==> src/impl_ctrl_regs.svh <==
// mask, field positions, reset value and counts of the implementation control bits
`ifndef IMPL_CTRL_REGS_SVH
`define IMPL_CTRL_REGS_SVH

`define IC_BIT_LIGHT_IDLE      9
`define IC_BIT_SLEEP           10
`define IC_BIT_AUTO_GATING     11
`define IC_BIT_SOFT_MARKER     15
`define IC_BIT_INSTR_ON        16
`define IC_BIT_DATA_ON         17
`define IC_BIT_INSTR_FREEZE    18
`define IC_BIT_DATA_FREEZE     19

`define IC_IMPL_MASK           32'h000f_8e00
`define IC_RESET_VALUE         32'h0000_0000

`define IC_SLEEP_ENTRY_CYCLES  4'h8
`define IC_PLL_BYPASS_CFG      4'hf
`define IC_UNIT_COUNT          8

`endif

==> src/impl_ctrl_pkg.sv <==
// types shared by the implementation control bits
package impl_ctrl_pkg;
    typedef enum logic [2:0] {
        PWR_RUN,
        PWR_LIGHT_IDLE,
        PWR_QUIESCE_REQ,
        PWR_SLEEP_ENTRY,
        PWR_SLEEP
    } power_state_t;

    typedef struct packed {
        power_state_t st;
        logic [3:0]   cnt;
        logic         light_idle;
        logic         quiesce_req;
        logic         asleep;
        logic         pll_stop_ok;
    } power_fsm_t;

    typedef struct packed {
        logic lookup;
        logic hit_serve;
        logic fill;
        logic single_beat;
        logic ci;
        logic snoop_take;
    } policy_t;

    typedef struct packed {
        logic [31:0] ctrl;
        logic [31:0] rdata;
        logic [7:0]  unit_low_power;
    } top_state_t;
endpackage

==> src/power_mode_fsm.sv <==
// light-idle and sleep sequencing with the quiesce handshake
`timescale 1ns/10ps
`default_nettype none
`include "impl_ctrl_regs.svh"
module power_mode_fsm
    import impl_ctrl_pkg::*;
(
    input  wire logic       clk_in,
    input  wire logic       sys_rst_in,
    input  wire logic       light_idle_en_in,
    input  wire logic       sleep_en_in,
    input  wire logic       power_save_request_in,
    input  wire logic       quiesce_grant_in,
    input  wire logic [3:0] pll_cfg_in,
    output var  logic       light_idle_out,
    output var  logic       quiesce_request_out,
    output var  logic       sleep_out,
    output var  logic       pll_stop_ok_out
);
    power_fsm_t s_r;
    power_fsm_t s_nxt;

    always_comb
    begin
        s_nxt = s_r;
        case (s_r.st)
            PWR_RUN:
            begin
                if (power_save_request_in && sleep_en_in)
                    s_nxt.st = PWR_QUIESCE_REQ;
                else if (power_save_request_in && light_idle_en_in)
                    s_nxt.st = PWR_LIGHT_IDLE;
            end
            PWR_LIGHT_IDLE:
            begin
                if (!power_save_request_in)
                    s_nxt.st = PWR_RUN;
            end
            PWR_QUIESCE_REQ:
            begin
                s_nxt.cnt = 4'h0;
                if (!power_save_request_in)
                    s_nxt.st = PWR_RUN;
                else if (quiesce_grant_in)
                    s_nxt.st = PWR_SLEEP_ENTRY;
            end
            PWR_SLEEP_ENTRY:
            begin
                s_nxt.cnt = s_r.cnt + 4'h1;
                if (!power_save_request_in)
                    s_nxt.st = PWR_RUN;
                else if (s_r.cnt == `IC_SLEEP_ENTRY_CYCLES - 4'h1)
                    s_nxt.st = PWR_SLEEP;
            end
            PWR_SLEEP:
            begin
                if (!power_save_request_in)
                    s_nxt.st = PWR_RUN;
            end
            default:
                s_nxt.st = PWR_RUN;
        endcase
        s_nxt.light_idle  = (s_nxt.st == PWR_LIGHT_IDLE);
        s_nxt.quiesce_req = (s_nxt.st == PWR_QUIESCE_REQ) || (s_nxt.st == PWR_SLEEP_ENTRY)
                            || (s_nxt.st == PWR_SLEEP);
        s_nxt.asleep      = (s_nxt.st == PWR_SLEEP);
        s_nxt.pll_stop_ok = s_nxt.asleep && (pll_cfg_in == `IC_PLL_BYPASS_CFG);
    end

    always_ff @(posedge clk_in)
    begin
        if (sys_rst_in)
            s_r <= '{st: PWR_RUN, default: '0};
        else
            s_r <= s_nxt;
    end

    assign light_idle_out      = s_r.light_idle;
    assign quiesce_request_out = s_r.quiesce_req;
    assign sleep_out           = s_r.asleep;
    assign pll_stop_ok_out     = s_r.pll_stop_ok;
endmodule // power_mode_fsm
`default_nettype wire

==> src/l1_access_policy.sv <==
// steering of one l1 cache by its enable and freeze bits
`timescale 1ns/10ps
`default_nettype none
module l1_access_policy
    import impl_ctrl_pkg::*;
(
    input  wire logic clk_in,
    input  wire logic sys_rst_in,
    input  wire logic cache_on_in,
    input  wire logic cache_freeze_in,
    input  wire logic access_in,
    input  wire logic hit_in,
    input  wire logic xlat_ci_in,
    input  wire logic snoop_in,
    input  wire logic snoop_hit_in,
    output var  logic lookup_out,
    output var  logic hit_serve_out,
    output var  logic fill_out,
    output var  logic single_beat_out,
    output var  logic ci_out,
    output var  logic snoop_take_out
);
    policy_t p_r;
    policy_t p_nxt;
    logic    use_tags;

    always_comb
    begin
        use_tags           = access_in && cache_on_in;
        p_nxt.lookup       = use_tags;
        p_nxt.hit_serve    = use_tags && hit_in;
        p_nxt.fill         = use_tags && !hit_in && !cache_freeze_in;
        p_nxt.single_beat  = access_in && (!cache_on_in || (!hit_in && cache_freeze_in));
        p_nxt.ci           = access_in && xlat_ci_in;
        p_nxt.snoop_take   = snoop_in && snoop_hit_in && cache_on_in;
    end

    always_ff @(posedge clk_in)
    begin
        if (sys_rst_in)
            p_r <= '0;
        else
            p_r <= p_nxt;
    end

    assign lookup_out      = p_r.lookup;
    assign hit_serve_out   = p_r.hit_serve;
    assign fill_out        = p_r.fill;
    assign single_beat_out = p_r.single_beat;
    assign ci_out          = p_r.ci;
    assign snoop_take_out  = p_r.snoop_take;
endmodule // l1_access_policy
`default_nettype wire

==> src/power_and_l1_cache_control_bits.sv <==
// power mode and l1 cache control bits of the implementation control register
// How it works
// light-idle bit plus power request enters idle, unless the sleep bit is also set
// sleep bit plus power request raises quiesce request
// outside logic answers request with quiesce grant
// after grant, sleep follows fixed cycles later
// outside logic bypasses pll before stopping clock
// auto gating bit idles unused units
// marker survives soft reset, hard reset clears
// instruction cache off: no lookup, fill, snoop
// data cache off: no lookup, fill, snoop
// disabled cache forwards single-beat transactions
// cache inhibit output follows address translation
// both cache enables clear at power-up
// instruction freeze serves hits, misses not allocated
// data freeze serves hits, misses not allocated
// snoop hits locked data cache normally
// snooped-out block stays invalid while frozen
// software syncs before setting either freeze bit
`timescale 1ns/10ps
`default_nettype none
`include "impl_ctrl_regs.svh"
module power_and_l1_cache_control_bits
    import impl_ctrl_pkg::*;
(
    input  wire logic        clk_in,
    input  wire logic        sys_rst_in,
    input  wire logic        soft_rst_in,
    input  wire logic        spr_wr_in,
    input  wire logic [31:0] spr_wdata_in,
    output var  logic [31:0] spr_rdata_out,
    input  wire logic        power_save_request_in,
    input  wire logic        quiesce_grant_in,
    input  wire logic [3:0]  pll_cfg_in,
    output var  logic        light_idle_out,
    output var  logic        quiesce_request_out,
    output var  logic        sleep_out,
    output var  logic        pll_stop_ok_out,
    input  wire logic [7:0]  unit_idle_in,
    output var  logic [7:0]  unit_low_power_out,
    input  wire logic        i_access_in,
    input  wire logic        i_hit_in,
    input  wire logic        i_xlat_ci_in,
    input  wire logic        i_snoop_in,
    input  wire logic        i_snoop_hit_in,
    output var  logic        i_lookup_out,
    output var  logic        i_hit_serve_out,
    output var  logic        i_fill_out,
    output var  logic        i_single_beat_out,
    output var  logic        i_cache_inhibit_out,
    output var  logic        i_snoop_take_out,
    input  wire logic        d_access_in,
    input  wire logic        d_hit_in,
    input  wire logic        d_xlat_ci_in,
    input  wire logic        d_snoop_in,
    input  wire logic        d_snoop_hit_in,
    output var  logic        d_lookup_out,
    output var  logic        d_hit_serve_out,
    output var  logic        d_fill_out,
    output var  logic        d_single_beat_out,
    output var  logic        d_cache_inhibit_out,
    output var  logic        d_snoop_take_out
);
    // ****************************************
    // control register
    // ****************************************
    top_state_t s_r;
    top_state_t s_nxt;
    logic       fsm_rst;

    function automatic logic [31:0] keep_marker(input logic [31:0] v);
        keep_marker = `IC_RESET_VALUE;
        keep_marker[`IC_BIT_SOFT_MARKER] = v[`IC_BIT_SOFT_MARKER];
    endfunction

    always_comb
    begin
        s_nxt = s_r;
        if (soft_rst_in)
            s_nxt.ctrl = keep_marker(s_r.ctrl);
        else if (spr_wr_in)
            s_nxt.ctrl = spr_wdata_in & `IC_IMPL_MASK;
        s_nxt.rdata = s_nxt.ctrl;
        if (s_r.ctrl[`IC_BIT_AUTO_GATING])
            s_nxt.unit_low_power = unit_idle_in;
        else
            s_nxt.unit_low_power = 8'h00;
    end

    always_ff @(posedge clk_in)
    begin
        if (sys_rst_in)
            s_r <= '0;
        else
            s_r <= s_nxt;
    end

    assign spr_rdata_out      = s_r.rdata;
    assign unit_low_power_out = s_r.unit_low_power;
    assign fsm_rst            = sys_rst_in || soft_rst_in;

    // ****************************************
    // power modes
    // ****************************************
    power_mode_fsm u_power
    (
        .clk_in                (clk_in),
        .sys_rst_in            (fsm_rst),
        .light_idle_en_in      (s_r.ctrl[`IC_BIT_LIGHT_IDLE]),
        .sleep_en_in           (s_r.ctrl[`IC_BIT_SLEEP]),
        .power_save_request_in (power_save_request_in),
        .quiesce_grant_in      (quiesce_grant_in),
        .pll_cfg_in            (pll_cfg_in),
        .light_idle_out        (light_idle_out),
        .quiesce_request_out   (quiesce_request_out),
        .sleep_out             (sleep_out),
        .pll_stop_ok_out       (pll_stop_ok_out)
    );

    // ****************************************
    // l1 caches
    // ****************************************
    l1_access_policy u_icache
    (
        .clk_in          (clk_in),
        .sys_rst_in      (sys_rst_in),
        .cache_on_in     (s_r.ctrl[`IC_BIT_INSTR_ON]),
        .cache_freeze_in (s_r.ctrl[`IC_BIT_INSTR_FREEZE]),
        .access_in       (i_access_in),
        .hit_in          (i_hit_in),
        .xlat_ci_in      (i_xlat_ci_in),
        .snoop_in        (i_snoop_in),
        .snoop_hit_in    (i_snoop_hit_in),
        .lookup_out      (i_lookup_out),
        .hit_serve_out   (i_hit_serve_out),
        .fill_out        (i_fill_out),
        .single_beat_out (i_single_beat_out),
        .ci_out          (i_cache_inhibit_out),
        .snoop_take_out  (i_snoop_take_out)
    );

    l1_access_policy u_dcache
    (
        .clk_in          (clk_in),
        .sys_rst_in      (sys_rst_in),
        .cache_on_in     (s_r.ctrl[`IC_BIT_DATA_ON]),
        .cache_freeze_in (s_r.ctrl[`IC_BIT_DATA_FREEZE]),
        .access_in       (d_access_in),
        .hit_in          (d_hit_in),
        .xlat_ci_in      (d_xlat_ci_in),
        .snoop_in        (d_snoop_in),
        .snoop_hit_in    (d_snoop_hit_in),
        .lookup_out      (d_lookup_out),
        .hit_serve_out   (d_hit_serve_out),
        .fill_out        (d_fill_out),
        .single_beat_out (d_single_beat_out),
        .ci_out          (d_cache_inhibit_out),
        .snoop_take_out  (d_snoop_take_out)
    );
endmodule // power_and_l1_cache_control_bits
`default_nettype wire

==> config.mk <==
export PLATFORM = sky130hd
export DESIGN_NAME = power_and_l1_cache_control_bits
export DESIGN_NICKNAME = d
export VERILOG_FILES = /design/src/impl_ctrl_pkg.sv /design/src/power_mode_fsm.sv /design/src/l1_access_policy.sv /design/src/power_and_l1_cache_control_bits.sv
export VERILOG_INCLUDE_DIRS = /design/src /design/src/src
export SDC_FILE = /design/constraint.sdc
export NUM_CORES = 1
export LEC_CHECK = 0
export ABC_CLOCK_PERIOD_IN_PS = 1200
export CAP_MARGIN = 20
export CORE_ASPECT_RATIO = 1.2
export CORE_MARGIN = 8
export CORE_UTILIZATION = 40
export DETAILED_ROUTE_END_ITERATION = 10
export DONT_BUFFER_PORTS = 1
export PLACE_DENSITY = 0.62
export RECOVER_POWER = 50
export REMOVE_ABC_BUFFERS = 1
export SYNTH_ARGS = -nofsm -noshare
export SYNTH_HDL_FRONTEND = slang
export SYNTH_HIERARCHICAL = 1
export SYNTH_SLANG_ARGS = --single-unit
==> constraint.sdc <==
create_clock -name clk_in -period 1.2 [get_ports clk_in]
set_input_delay 0.06 -clock clk_in [delete_from_list [all_inputs] [get_ports clk_in]]
set_output_delay 0.06 -clock clk_in [all_outputs]
set_load 0.005 [all_outputs]
==> metrics.yaml <==
sta:
  worstMarginPinSlew_ns: 0.5705
  hold_ws_ns: 0.04525
  fin_ws_ns: -0.03001
  maxSlewHeadroom_pct: 61.84
  drv_slew: 0
  max_freq_ghz: 0.8130
  skew_ns: 0.004843
  fin_crit_sh_pct: 102.5
  hold_viol: 0
  rsz0062_at_grt: "true"
  period_needed_ns: 1.230
  setup_violations: 2
route:
  routedWlPerCell_um: 16.39
  drt_iter0_drc: 33
  avgViaCountPerCell: 4.576
  vias: 1167
  drt_pass1_iterations: 4
  drc: 0
  routed_wl_mm: 4.179
  drtAntennaViolNets: 0
synthesis:
  synth-xor-area-share_pct: 0
  synth_cells: 155
  ys_seq_area_share_pct: 48.52
  ys_dominant_reg_cell: "dfxtp_1"
  yosysUniqueCellTypes: 38
  synthTopCellsByArea: "dfxtp_1 49%, buf_4 11%, mux2i_1 5.0%"
  muxShareOfSynthArea_pct: 4.977
  ys_ff_latch: 39
  avgSynthCellArea_um2: 10.38
  synthAdderAreaFrac_pct: 0.7776
  yosys.area.top_type: "dfxtp_1"
  synth_edf_count: 0
  yosys.area.top_type_share_pct: 48.52
  yosys_warnings: 6
  synthSimpleGateAreaFrac_pct: 24.34
  synth_compound_area_share_pct: 5.910
  synth_area_um2: 1609
  synth_top_family_by_area: "simple AND/OR/NAND/NOR gates"
  synth_async_sr_flop_share_pct: 0
layout:
  final_nets: 261
  layout_common_cells: "35 x dfxtp_1, 29 x dlygate4sd3_1, 24 x conb_1"
  antenna_cells: 0
  final_common_cell: "dfxtp_1"
  layout-drive-gt1-share_pct: 21.39
  fill_cells: 351
  syn_to_final_growth_pct: 29.86
  fin_cells: 255
placed_design:
  place_inst: 217
  port_buffers: 0
  gp_congestion: 0.7356
  hpwlAfterDp_mm: 3.014
hold_path:
  hold_class: "input port to flop"
die:
  chipHeight_um: 85.48
  core_um2: 3910
  fp.dieW_um: 73.90
  io_pins: 116
  dieArea_um2: 6316
  start_util_pct: 41.15
  rows: 25
global_route:
  gr-total-overflow: 0
  grt_max_degree: 13
  grt_pass1_wl_mm: 6.223
  grt_pass1_vias: 1238
  grt_use_total_pct: 13.14
  antenna_found_initial: 0
clock_network:
  clkSinkCount: 39
  clkTransAtPathRegs_ns: 0.08
  tritoncts: "done"
  clock_latency_ns: 0.29
  root_buffer: "clkbuf_8"
  cts_buffer_depth: 2
  cts_made_buffers: 5
  cts.htree.levels: 2
run_status:
  status: "complete, but fails checks"
  violations: "negative setup slack"
critical_path:
  worstPathMaxFanout: 3
  cp-end-kind: "flop"
  critPathLaunchType: "flop"
  cp_data_required_time_ns: 1.42
  cp_cell_sequence: "or3b_1, a211o_1, nor3_2"
  criticalPathCategory: "flop to flop"
  cp.arrival_ns: 1.45
  max_stage_delay_ns: 0.38
  cpMaxStageDelayCell: "or3b_1"
run:
  drv_cap: 0
pwr:
  fin_total_pwr_mw: 2.652
  power_density_nw_per_um2: 1269
  peakVddDrop_v: 0.0006332
  power_leakage_nw: 0.8694
where the power goes:
| part | total [mW] | leakage [nW] | internal, mW | switching, mW |
|---|---|---|---|---|
| logic | 0.193 | 0.490 | 0.106 | 0.0865 |
| registers | 1.33 | 0.318 | 1.32 | 0.0180 |
| clock network | 1.13 | 0.0612 | 0.672 | 0.453 |
cell usage after synthesis, drive strengths merged, types with 3 or more instances:
cell type and instances:
a21oi 8, and2 9, and2b 3, buf 29, dfxtp 39, inv 4, mux2i 8, nand2 4
nand2b 6, nand3 3, nor2 13, o21ai 3
repair_timing:
action | CTS | global route
setup buffers | 1 | 0
hold buffers | 29 | 0
endpoints found under the setup margin | 4 | 7
pin swaps | 5 | 2
gates resized for setup | 7 | 4
hold endpoints to repair | 28 | 0
worst max-delay path, delay by kind of cell, from the launching register on:
family / cells / cell delay, ns
AO/OA/AOI/OAI: 1 / 0.30
flip-flops: 1 / 0.33
AND/OR/NAND/NOR: 2 / 0.53
path summary, 6_finish.rpt:
| check | cells after the start | to | slack, ns | start |
|---|---|---|---|---|
| hold / removal | 2 | u_power/pll_stop_ok_out$_SDFF_PP0_ | 0.05 | pll_cfg_in[0] |
| setup / recovery | 3 | u_power/light_idle_out$_SDFF_PP0_ | -0.03 | u_power/s_r[9]$_SDFF_PP0_ |
| hold reg to reg | 2 | spr_rdata_out[15]$_SDFFE_PP0P_ | 0.49 | spr_rdata_out[15]$_SDFFE_PP0P_ |
| setup reg to reg | 3 | u_power/light_idle_out$_SDFF_PP0_ | -0.03 | u_power/s_r[9]$_SDFF_PP0_ |
metrics by stage:
stage / worst slack, ns / utilization, % / setup TNS (ns) / cell area, µm²
5_1_grt: -0.06522 / 53.44 / -0.1909 / 2090
6_report: -0.03001 / 53.44 / -0.03020 / 2090
3_5_place_dp: -0.08275 / 41.89 / -0.1199 / 1638
4_1_cts: -0.03464 / 52.99 / -0.03474 / 2072
2_1_floorplan: -0.1195 / - / -0.2006 / 1465
3_3_place_gp: -0.05361 / 41.89 / -0.06874 / 1638
final cells by class:
cell class | instances | area, µm² | area share, %
multi-input cells | 106 | 704.4 | 33.71
flip-flops and latches | 39 | 785.8 | 37.60
inverters | 4 | 15.01 | 0.7186
well taps | 54 | 67.56 | 3.234
clock buffers | 6 | 82.58 | 3.952
clock inverters | 2 | 35.03 | 1.677
repair buffers | 44 | 399.1 | 19.10
per-layer routing:
metal | vias to the layer above | wire (µm) | track usage, %
met3 | 8 | 372 | 5.778
met2 | 56 | 2299 | 24.23
li1 | 560 | - | -
met4 | 0 | 87 | 6.193
met5 | - | 0 | 0
met1 | 543 | 1420 | 11.59
kinds of logic (layout without fill, tap and decap cells):
kind of cell / count (synthesis) / after routing
other cells: 1 / 24
compound gates: 15 / 15
flops: 39 / 39
fa+ha+maj: 1 / 1
buf+inv: 33 / 56
mux: 8 / 8
simple gates: 58 / 58
Power figures use the tool's default switching activity.
